--- src/design/i2csw_pkg.sv ---
// Package of constants and types for the eight-channel I2C switch control logic.
`default_nettype none
package i2csw_pkg;
  localparam int unsigned CLK_FREQ_HZ       = 25000000;
  localparam int unsigned FAST_MODE_HZ      = 400000;
  localparam int unsigned STD_MODE_HZ       = 100000;
  localparam int unsigned MIN_RESET_LOW_NS  = 6;
  localparam int unsigned CLK_PERIOD_NS     = 1000000000 / CLK_FREQ_HZ;
  // Least reset low width in clock cycles, rounded up, at least one.
  localparam int unsigned MIN_RESET_LOW_CYC =
    ((MIN_RESET_LOW_NS + CLK_PERIOD_NS - 1) / CLK_PERIOD_NS) < 1 ? 1 :
    ((MIN_RESET_LOW_NS + CLK_PERIOD_NS - 1) / CLK_PERIOD_NS);
  localparam int unsigned NUM_CHANNELS      = 8;
  localparam logic [3:0]  ADDR_FIXED_UPPER  = 4'hE;
  localparam logic [7:0]  CHAN_SEL_RESET    = 8'h00;
  localparam int unsigned DIR_BIT_POS       = 0;
  localparam logic [3:0]  BITS_PER_BYTE     = 4'h8;

  typedef enum logic [2:0] {
    I2CSW_IDLE   = 3'h0,
    I2CSW_ADDR   = 3'h1,
    I2CSW_AACK   = 3'h3,
    I2CSW_WDATA  = 3'h2,
    I2CSW_WACK   = 3'h6,
    I2CSW_RDATA  = 3'h7,
    I2CSW_RACK   = 3'h5
  } i2csw_state_t;
endpackage
`default_nettype wire

--- src/design/i2csw_ctrl.sv ---
// Control logic of an eight-channel I2C switch: slave interface and channel-select register.
`default_nettype none
module i2csw_ctrl
  import i2csw_pkg::*;
(
  input  wire logic       clk,
  input  wire logic       rst_n,
  input  wire logic       scl_in,
  input  wire logic       sda_in,
  output logic            sda_out,
  output logic            sda_oe,
  input  wire logic       addr_strap_bit0,
  input  wire logic       addr_strap_bit1,
  input  wire logic       addr_strap_bit2,
  output logic [7:0]      channel_enable,
  output logic [7:0]      channel_select_value
);
  import i2csw_pkg::*;

  typedef struct packed {
    logic          scl_prev;
    logic          sda_prev;
    i2csw_state_t  state;
    logic [3:0]    bit_cnt;
    logic [7:0]    shift;
    logic [7:0]    channel_select;
    logic [7:0]    pending;
    logic          pending_valid;
    logic [7:0]    active;
    logic          sda_drive_low;
  } i2csw_regs_t;

  i2csw_regs_t s_reg;
  i2csw_regs_t s_next;
  logic        scl_s;
  logic        sda_s;
  logic        srst_n;
  logic        scl_rise;
  logic        scl_fall;
  logic        start_det;
  logic        stop_det;
  logic [6:0]  own_addr;
  logic        rst_meta_reg;
  logic        rst_sync_reg;

  // Reset asserts at once but is released on clk, so no flop sees its release near an edge.
  // reset release sync
  always_ff @(posedge clk or negedge rst_n) begin
    if (!rst_n) begin
      rst_meta_reg <= 1'b0;
      rst_sync_reg <= 1'b0;
    end else begin
      rst_meta_reg <= 1'b1;
      rst_sync_reg <= rst_meta_reg;
    end
  end
  assign srst_n = rst_sync_reg;

  // Bus lines are asynchronous to clk, so each passes two flops first.
  i2csw_sync u_sync_scl (
    .clk      (clk),
    .rst_n    (srst_n),
    .async_in (scl_in),
    .sync_out (scl_s)
  );
  i2csw_sync u_sync_sda (
    .clk      (clk),
    .rst_n    (srst_n),
    .async_in (sda_in),
    .sync_out (sda_s)
  );

  // oversampled edges
  // At 25 MHz a 400 kHz SCL gives over thirty samples per low or high phase.
  assign scl_rise = scl_s & ~s_reg.scl_prev;
  assign scl_fall = ~scl_s & s_reg.scl_prev;
  assign start_det = scl_s & s_reg.scl_prev & s_reg.sda_prev & ~sda_s;
  assign stop_det  = scl_s & s_reg.scl_prev & ~s_reg.sda_prev & sda_s;
  assign own_addr = {ADDR_FIXED_UPPER, addr_strap_bit2, addr_strap_bit1, addr_strap_bit0};

  always_comb begin
    s_next          = s_reg;
    s_next.scl_prev = scl_s;
    s_next.sda_prev = sda_s;
    if (scl_rise && s_reg.bit_cnt < BITS_PER_BYTE) begin
      s_next.shift   = {s_reg.shift[6:0], sda_s};
      s_next.bit_cnt = s_reg.bit_cnt + 4'h1;
    end
    unique case (s_reg.state)
      I2CSW_IDLE: begin
        // Bits still shift in while idle, but a start clears the count before it is used.
        s_next.sda_drive_low = 1'b0;
      end
      I2CSW_ADDR: begin
        if (scl_fall && s_reg.bit_cnt == BITS_PER_BYTE) begin
          if (s_reg.shift[7:1] == own_addr) begin
            s_next.state         = I2CSW_AACK;
            s_next.sda_drive_low = 1'b1;
          end else begin
            // A foreign address leaves SDA alone, so another device on the bus can answer.
            // mismatch to idle
            s_next.state = I2CSW_IDLE;
          end
        end
      end
      I2CSW_AACK: begin
        if (scl_fall) begin
          s_next.bit_cnt = 4'h0;
          if (s_reg.shift[DIR_BIT_POS]) begin
            s_next.state         = I2CSW_RDATA;
            s_next.shift         = s_reg.channel_select;
            s_next.sda_drive_low = ~s_reg.channel_select[7];
          end else begin
            s_next.state         = I2CSW_WDATA;
            s_next.sda_drive_low = 1'b0;
          end
        end
      end
      I2CSW_WDATA: begin
        if (scl_fall && s_reg.bit_cnt == BITS_PER_BYTE) begin
          s_next.state         = I2CSW_WACK;
          s_next.sda_drive_low = 1'b1;
          s_next.channel_select = s_reg.shift;
          s_next.pending        = s_reg.shift;
          s_next.pending_valid  = 1'b1;
        end
      end
      I2CSW_WACK: begin
        if (scl_fall) begin
          s_next.state         = I2CSW_WDATA;
          s_next.bit_cnt       = 4'h0;
          s_next.sda_drive_low = 1'b0;
        end
      end
      I2CSW_RDATA: begin
        // Each read byte is loaded whole at its first bit, so the master never sees a torn value.
        if (scl_rise) begin
          s_next.shift   = {s_reg.shift[6:0], 1'b0};
          s_next.bit_cnt = s_reg.bit_cnt + 4'h1;
        end
        if (scl_fall) begin
          if (s_reg.bit_cnt == BITS_PER_BYTE) begin
            s_next.state         = I2CSW_RACK;
            s_next.sda_drive_low = 1'b0;
          end else begin
            s_next.sda_drive_low = ~s_reg.shift[7];
          end
        end
      end
      I2CSW_RACK: begin
        if (scl_rise) begin
          s_next.bit_cnt = 4'h9;
          s_next.shift   = {7'h00, sda_s};
        end
        if (scl_fall) begin
          if (s_reg.shift[0]) begin
            s_next.state         = I2CSW_IDLE;
            s_next.sda_drive_low = 1'b0;
          end else begin
            s_next.state         = I2CSW_RDATA;
            s_next.bit_cnt       = 4'h0;
            s_next.shift         = s_reg.channel_select;
            s_next.sda_drive_low = ~s_reg.channel_select[7];
          end
        end
      end
      default: begin
        s_next.state         = I2CSW_IDLE;
        s_next.sda_drive_low = 1'b0;
      end
    endcase
    // Start and stop are tested last so that they override whatever the bus phase decided.
    // start restarts
    if (start_det) begin
      s_next.state         = I2CSW_ADDR;
      s_next.bit_cnt       = 4'h0;
      s_next.sda_drive_low = 1'b0;
    end
    if (stop_det) begin
      s_next.state         = I2CSW_IDLE;
      s_next.sda_drive_low = 1'b0;
      // A read-only transaction leaves pending_valid clear, so its stop keeps the channels as they are.
      // connect on stop
      if (s_reg.pending_valid) begin
        s_next.active        = s_reg.pending;
        s_next.pending_valid = 1'b0;
      end
    end
  end

  always_ff @(posedge clk or negedge srst_n) begin
    if (!srst_n) begin
      s_reg.scl_prev       <= 1'b1;
      s_reg.sda_prev       <= 1'b1;
      s_reg.state          <= I2CSW_IDLE;
      s_reg.bit_cnt        <= 4'h0;
      s_reg.shift          <= 8'h00;
      s_reg.channel_select <= CHAN_SEL_RESET;
      s_reg.pending        <= CHAN_SEL_RESET;
      s_reg.pending_valid  <= 1'b0;
      s_reg.active         <= CHAN_SEL_RESET;
      s_reg.sda_drive_low  <= 1'b0;
    end else begin
      s_reg.scl_prev       <= s_next.scl_prev;
      s_reg.sda_prev       <= s_next.sda_prev;
      s_reg.state          <= s_next.state;
      s_reg.bit_cnt        <= s_next.bit_cnt;
      s_reg.shift          <= s_next.shift;
      s_reg.channel_select <= s_next.channel_select;
      s_reg.pending        <= s_next.pending;
      s_reg.pending_valid  <= s_next.pending_valid;
      s_reg.active         <= s_next.active;
      s_reg.sda_drive_low  <= s_next.sda_drive_low;
    end
  end

  // Open drain: the device only ever pulls low.
  assign sda_out              = 1'b0;
  assign sda_oe               = s_reg.sda_drive_low;
  assign channel_enable       = s_reg.active;
  assign channel_select_value = s_reg.channel_select;

  // The checks below watch the registered state, one clock after the decision that they guard.
  // ack held to fall
  a_addr_ack_hold: assert property (@(posedge clk) disable iff (!srst_n)
    (s_reg.state == I2CSW_AACK && !scl_fall) |=> sda_oe)
    else $error("Address ack not held low.");
  a_enable_on_stop: assert property (@(posedge clk) disable iff (!srst_n)
    (channel_enable != $past(channel_enable)) |-> $past(stop_det))
    else $error("Channel enable changed without stop.");
  a_stop_release: assert property (@(posedge clk) disable iff (!srst_n)
    stop_det |=> (!sda_oe && s_reg.state == I2CSW_IDLE))
    else $error("Stop did not release SDA.");
  a_start_addr: assert property (@(posedge clk) disable iff (!srst_n)
    start_det |=> (s_reg.state == I2CSW_ADDR && s_reg.bit_cnt == 4'h0))
    else $error("Start not followed by address phase.");
  a_read_ack_free: assert property (@(posedge clk) disable iff (!srst_n)
    (s_reg.state == I2CSW_RACK) |-> !sda_oe)
    else $error("SDA driven during master ack.");
  a_write_store: assert property (@(posedge clk) disable iff (!srst_n)
    (s_reg.state == I2CSW_WDATA && scl_fall && s_reg.bit_cnt == BITS_PER_BYTE && !stop_det && !start_det)
    |=> (channel_select_value == $past(s_reg.shift)))
    else $error("Written byte not stored.");
  // drive changes only with SCL low
  a_sda_change_low: assert property (@(posedge clk) disable iff (!srst_n)
    (sda_oe != $past(sda_oe) && !$past(start_det) && !$past(stop_det)) |-> !$past(scl_s))
    else $error("SDA drive changed while SCL high.");
  a_addr_mismatch: assert property (@(posedge clk) disable iff (!srst_n)
    (s_reg.state == I2CSW_ADDR && scl_fall && s_reg.bit_cnt == BITS_PER_BYTE
     && s_reg.shift[7:1] != own_addr && !start_det && !stop_det) |=> s_reg.state == I2CSW_IDLE)
    else $error("Foreign address not ignored.");

  a_dir_read: assert property (@(posedge clk) disable iff (!srst_n)
    (s_reg.state == I2CSW_AACK && scl_fall && s_reg.shift[DIR_BIT_POS] && !start_det && !stop_det)
    |=> (s_reg.state == I2CSW_RDATA && s_reg.shift == channel_select_value))
    else $error("Read direction not decoded.");

  a_dir_write: assert property (@(posedge clk) disable iff (!srst_n)
    (s_reg.state == I2CSW_AACK && scl_fall && !s_reg.shift[DIR_BIT_POS] && !start_det && !stop_det)
    |=> (s_reg.state == I2CSW_WDATA && !sda_oe))
    else $error("Write direction not decoded.");

  a_data_ack_hold: assert property (@(posedge clk) disable iff (!srst_n)
    (s_reg.state == I2CSW_WACK) |-> sda_oe)
    else $error("Data byte not acknowledged.");

  a_nack_release: assert property (@(posedge clk) disable iff (!srst_n)
    (s_reg.state == I2CSW_RACK && scl_fall && s_reg.shift[0] && !start_det && !stop_det)
    |=> (s_reg.state == I2CSW_IDLE && !sda_oe))
    else $error("Read NACK did not release SDA.");

  a_read_repeat: assert property (@(posedge clk) disable iff (!srst_n)
    (s_reg.state == I2CSW_RACK && scl_fall && !s_reg.shift[0] && !start_det && !stop_det)
    |=> (s_reg.state == I2CSW_RDATA && s_reg.shift == channel_select_value))
    else $error("Read ACK did not reload the selection.");

  a_write_next: assert property (@(posedge clk) disable iff (!srst_n)
    (s_reg.state == I2CSW_WACK && scl_fall && !start_det && !stop_det)
    |=> (s_reg.state == I2CSW_WDATA && s_reg.bit_cnt == 4'h0))
    else $error("Write did not accept a further byte.");

  a_idle_release: assert property (@(posedge clk) disable iff (!srst_n)
    (s_reg.state == I2CSW_IDLE) |-> !sda_oe)
    else $error("SDA driven while idle.");

  a_reset_clear: assert property (@(posedge clk)
    !srst_n |-> (channel_enable == CHAN_SEL_RESET && channel_select_value == CHAN_SEL_RESET && !sda_oe))
    else $error("Reset did not clear the outputs.");
endmodule
`default_nettype wire

--- src/design/i2csw_sync.sv ---
// Two flip-flop synchroniser for one asynchronous input level.
`default_nettype none
module i2csw_sync (
  input  wire logic clk,
  input  wire logic rst_n,
  input  wire logic async_in,
  output logic      sync_out
);
  logic meta_reg;
  // Both flops reset to one, the idle level of a pulled-up bus line.
  always_ff @(posedge clk or negedge rst_n) begin
    if (!rst_n) begin
      meta_reg <= 1'b1;
      sync_out <= 1'b1;
    end else begin
      meta_reg <= async_in;
      sync_out <= meta_reg;
    end
  end
endmodule
`default_nettype wire

--- config.mk ---
export PLATFORM = sky130hd
export DESIGN_NAME = i2csw_ctrl
export DESIGN_NICKNAME = d
export VERILOG_FILES = /design/src/design/i2csw_pkg.sv /design/src/design/i2csw_ctrl.sv /design/src/design/i2csw_sync.sv
export SDC_FILE = /design/constraint.sdc
export NUM_CORES = 1
export LEC_CHECK = 0
export ABC_AREA = 0
export BUFFER_PORTS_ARGS = -buffer_cell sky130_fd_sc_hd__buf_4
export CORE_MARGIN = 2
export CORE_UTILIZATION = 59
export CTS_CLUSTER_SIZE = 40
export DETAILED_ROUTE_END_ITERATION = 16
export PLACE_DENSITY = 0.9
export SYNTH_ARGS = -nofsm -noshare
export SYNTH_HDL_FRONTEND = slang
export SYNTH_SLANG_ARGS = --single-unit
--- constraint.sdc ---
create_clock -name clk -period 1.5 [get_ports clk]
set_clock_uncertainty 0.05 [all_clocks]
set_input_delay 0.15 -clock clk [delete_from_list [all_inputs] [get_ports clk]]
set_output_delay 0.15 -clock clk [all_outputs]
set_load 0.005 [all_outputs]
# == Word level (Yosys, flattened, before mapping) ==
# Index checks and enable logic that the tools add are counted.
# op_classes
muxes,36
magnitude_cmp,1
bitwise_logic,13
add_sub_neg,1
eq_ne,17
reduce_logical,7
# ops
operator,n
2-to-1 mux 12 bit,4
"!= test 4 bit, second input constant",8
2-to-1 mux 15 bit,2
case mux 8 bit (3 select lines),1
2-to-1 mux 3 bit,7
case mux 3 bit (7 select lines),1
case mux 4 bit (4 select lines),1
2-to-1 mux 7 bit,2
2-to-1 mux 1 bit,13
2-to-1 mux 10 bit,1
"equality test 3 bit, second input constant",3
2-to-1 mux 9 bit,1
2-to-1 mux 8 bit,1
AND reduction 8 bit,1
AND 1 bit,7
equality test 7 bit,1
AND reduction 7 bit,1
"equality test 3 x 2 -> 1 bit, second input constant",2
NOT 1 bit,6
case mux 1 bit (6 select lines),1
"adder 4 x 1 -> 4 bit, second input constant",1
"equality test 4 bit, second input constant",1
"less-than comparator 4 bit, second input constant",1
AND reduction 2 bit,2
other kinds (5),6
# word_totals
elab_cells,90
out_inout_bits,18
reg_bits,41

# == Depth between registers and ports, before layout ==
# depth
word_depth,10
mapped_depth,8
depth_no_buf,7

# == Modules after synthesis ==
# A second synthesis with hierarchy kept.
# hier_totals
cells_unflattened,233
hier_area_um2,2442.3
# modules_own_cells
mod,cells_per_inst,n_inst,area_each_um2
i2csw_ctrl,229,1,2337.2
i2csw_sync,2,2,52.6

# == Worst setup path after synthesis ==
# OpenSTA, ideal clock, no wires.
# synth_path
path_type,reg2reg
start,reg s_reg[34] in the netlist's numbering
end,reg s_reg[39] in the netlist's numbering
setup_ns,0.120
path_stages_with_launch,9
setup_slack_ns,-0.207
n_path_buf,1
required_time_ns,1.330
arrival_time_ns,1.536
cell_sequence,dfrtp_1 > inv_1 > ha_1 > and3b_1 > buf_6 > maj3_2 > o221ai_2 > o21ai_1 > o211a_1
# synth_via
elab_chain_cells,4
word_cells_on_any_way,6
# synth_rtl
item,line,rtl
from (decl),i2csw_ctrl.sv:33,i2csw_regs_t s_reg;
equality test 4 bit (*),"i2csw_ctrl.sv:95, i2csw_ctrl.sv:120, i2csw_ctrl.sv:142",
logical AND 1 bit,"i2csw_ctrl.sv:95, i2csw_ctrl.sv:120",
!= test 4 bit (no source line),-,
AND reduction 8 bit (no source line) (*),-,
# Every way passes the cells marked *; elsewhere a longest branch is shown, timed or not.
# A chain may end at the register's enable or synchronous reset.

# == Worst setup path after layout ==
# layout_path
start,reg s_reg[42] in the netlist's numbering
end,reg s_reg[38] in the netlist's numbering
# layout_via
elab_chain_cells,5
word_cells_on_any_way,18
# layout_rtl
item,line
AND 1 bit,"i2csw_ctrl.sv:77, i2csw_ctrl.sv:78"
"AND 1 bit, on equally long branches (2 in a row)","i2csw_ctrl.sv:77, i2csw_ctrl.sv:78"
!= test 4 bit (no source line) (tied with other cells),-
AND reduction 8 bit (no source line) or 2-to-1 mux 3 bit (tied branches),-
# Parallel ways exist; a longest one is shown, timed or not.

==> flow_metrics.env <==
export IMPL_setup_violations=32
export IMPL_yosys_warnings=0
export IMPL_diodes=0
export IMPL_p_leak_nw=1.63
export IMPL_antenna_left=0
export IMPL_fin_nets=323
export IMPL_ys_seq_area_frac=0.423
export IMPL_postLayoutCoreUtil=0.852
export IMPL_wl_um=8090
export IMPL_critPathSlowestCell="dfstp_2"
export IMPL_p_int_mw=2.99
export IMPL_fin_area_um2=3410
export IMPL_powerDensity_nw_per_um2=1460
export IMPL_crit_type="reg2reg"
export IMPL_min_path_type="in2async"
export IMPL_cts_root_buffer="clkbuf_8"
export IMPL_grt_total_usage=0.344
export IMPL_cp_top_family="flip-flops"
export IMPL_placed_cell_area_um2=2930
export IMPL_seq_power_share=0.315
export IMPL_largest_reg_flops=26
export IMPL_status="finished with violations"
export IMPL_clockPowerShare=0.148
export IMPL_synth_top_area_cell="dfrtp_1"
export IMPL_die_area_um2=4670
export IMPL_use_met1=0.389
export IMPL_p_sw_frac=0.401
export IMPL_worstPathRequired_ps=1640
export IMPL_cts_sinks=41
export IMPL_via_per_inst=6.36
export IMPL_final_cells=365
export IMPL_drtPass1Iterations=5
export IMPL_dp_hpwl_um=4940
export IMPL_synth_area_top_cells="dfrtp_1 36%, mux2_2 7.4%, dfstp_2 6.4%"
export IMPL_synth_cells=233
export IMPL_drive_above_1_share=0.559
export IMPL_die_h_um=68.4
export IMPL_endpoint_kind="register"
export IMPL_yosysUniqueCellTypes=62
export IMPL_peakVddDrop_uv=942
export IMPL_yosysTopAreaCellShare=0.358
export IMPL_drtIter0Drc=233
export IMPL_htree_levels=2
export IMPL_final_common_cell="buf_4"
export IMPL_route_detailed_drc=0
export IMPL_p_sw_mw=2.00
export IMPL_cp_start_kind="register"
export IMPL_rsz0062_at_grt="true"
export IMPL_cap_violations=0
export IMPL_fin_crit_sh=1.25
export IMPL_cts_tree="built"
export IMPL_slowest_delay_ps=610
export IMPL_syn_area_um2=2440
export IMPL_fmax_mhz=535
export IMPL_antenna_found_initial=0
export IMPL_top_usage_layer="met2"
export IMPL_finalMaxSlewViolations=0
export IMPL_hold_viol_final=0
export IMPL_wire_per_inst_um=22.2
export IMPL_synth_seq_cells=41
export IMPL_fillerInstances=195
export IMPL_clk_latency_ps=300
export IMPL_violations="setup timing"
export IMPL_arrival_ps=2010
export IMPL_grtUsageMet3=0.0724
export IMPL_async_flop_share=1.00
export IMPL_grt_max_degree=24
export IMPL_path_cells="buf_6, nor4bb_1, o21ai_0, o211ai_1, nand3_1, a31o_1"
export IMPL_place_inst=340
export IMPL_synth_edf_count=0
export IMPL_grt_util_met2=0.589
export IMPL_pre_cts_slack_ps=-389
export IMPL_ios=25
export IMPL_coreArea_um2=4000
export IMPL_vias=2323
export IMPL_die_w_um=68.4
export IMPL_cts_buffers=5
export IMPL_initial_core_util=0.611
export IMPL_path_buf_inv=1
export IMPL_rows=23
export IMPL_combPwrFrac=0.537
export IMPL_area_growth_pct=39.4
export IMPL_cts_buffer_depth=2
export IMPL_final_cell_mix="87 x buf_4, 32 x dfrtp_1, 16 x mux2_2"
export IMPL_synthFlopType="dfrtp_1"
export IMPL_setup_ws_ps=-368
export IMPL_timing_final_crit_period_ps=1870
export IMPL_syn_nets=242
export IMPL_grt_pass1_wl_um=11500
export IMPL_cp_max_fo=6
export IMPL_numPortBuffers=23
export IMPL_grt_pass1_vias=2315
export IMPL_grt_overflow=0
export IMPL_postSynthAreaPerCell_um2=10.5
export IMPL_place_congestion=0.927
export IMPL_clkTransAtPathRegs_ps=90
## cells in the mapped netlist, drive strengths merged, types with 2 or more instances
cell type  instances
a211oi             2
a21oi             14
a222oi             6
a31o               2
a31oi              3
and2               2
and3b              2
buf               23
clkbuf             7
conb               2
dfrtp             35
dfstp              6
ha                 2
inv               11
mux2              16
mux2i              2
nand2             10
nand2b             5
nand3              9
nand4b             2
nor2               9
nor2b              6
nor3               3
nor3b              3
nor4               2
o211a              3
o211ai             5
o21ai             14
xor2               4
## power groups by stage
| stage | sequential (mW) | clock (mW) | combinational [mW] |
|---|---|---|---|
| 2_1_floorplan | 1.58 | 0 | 1.14 |
| 3_3_place_gp | 1.54 | 0 | 2.04 |
| 3_5_place_dp | 1.56 | 0 | 2.11 |
| 4_1_cts | 1.54 | 0.733 | 2.38 |
| 5_1_grt | 1.58 | 0.780 | 2.82 |
| 6_report | 1.57 | 0.741 | 2.68 |
## what timing repair did
| action | CTS | global route |
|---|---|---|
| setup endpoints to repair | 33 | 33 |
| setup buffers | 11 | 4 |
| hold buffers | 3 | 0 |
| gates resized for setup | 41 | 24 |
| gates cloned | 0 | 0 |
| pin swaps | 13 | 13 |
| endpoints found under the hold margin | 4 | 0 |
## cells by family (layout without fill, tap and decap cells)
family,after synthesis,in the layout,synth area share
other,2,2,0.00307
muxes,18,18,0.0819
DFF,41,41,0.423
adders and majority gates,3,3,0.0148
and+or+nand+nor,60,60,0.154
AOI/OAI and AO/OA,63,63,0.185
xor gates and xnor gates,5,5,0.0179
buffers and inverters,41,123,0.121
## final timing paths
path	start	to	slack (ps)	cells after the start
hold / removal	rst_n	rst_meta_reg$_DFF_PN0_	120	2
hold reg to reg	rst_sync_reg$_DFF_PN0_	channel_enable[1]$_DFFE_PN0P_	190	1
setup reg to reg	s_reg[42]$_DFF_PN1_	s_reg[38]$_DFFE_PN0P_	-370	6
max in group asynchronous	rst_sync_reg$_DFF_PN0_	u_sync_scl.meta_reg$_DFF_PN1_	900	1
min in group clk	rst_meta_reg$_DFF_PN0_	rst_sync_reg$_DFF_PN0_	310	0
setup / recovery	s_reg[42]$_DFF_PN1_	s_reg[38]$_DFFE_PN0P_	-370	6
## routing by layer
metal / part of all wire / vias up
met3: 0.063 / 43
met2: 0.52 / 139
met4: 0.045 / 0
li1: - / 994
met1: 0.37 / 1147
met5: 0 / -
## stage by stage
stage / hold WS [ps] / setup TNS [ps] / total power, mW
2_1_floorplan: -196 / -1440 / 2.71
3_3_place_gp: -117 / -4950 / 3.58
3_5_place_dp: -116 / -7030 / 3.67
4_1_cts: 111 / -4620 / 4.65
5_1_grt: 120 / -8210 / 5.19
6_report: 116 / -6730 / 4.99
## area by class of cell
cell class,count,area (µm²),area share
Multi-Input combinational cell,151,1330,0.390
Sequential cell,41,1040,0.304
Timing Repair Buffer,104,850,0.249
Clock buffer,6,72.6,0.0213
Tap cell,50,62.6,0.0184
Inverter,11,41.3,0.0121
Clock inverter,2,15.0,0.00441
## worst reg2reg max path, delay by kind of cell, from the launching register on
kind / cells / cell delay (ps)
flops: 1 / 610
compound gates: 3 / 490
simple gates: 2 / 460
buf+inv: 1 / 130
(Power assumes the default switching activity.)
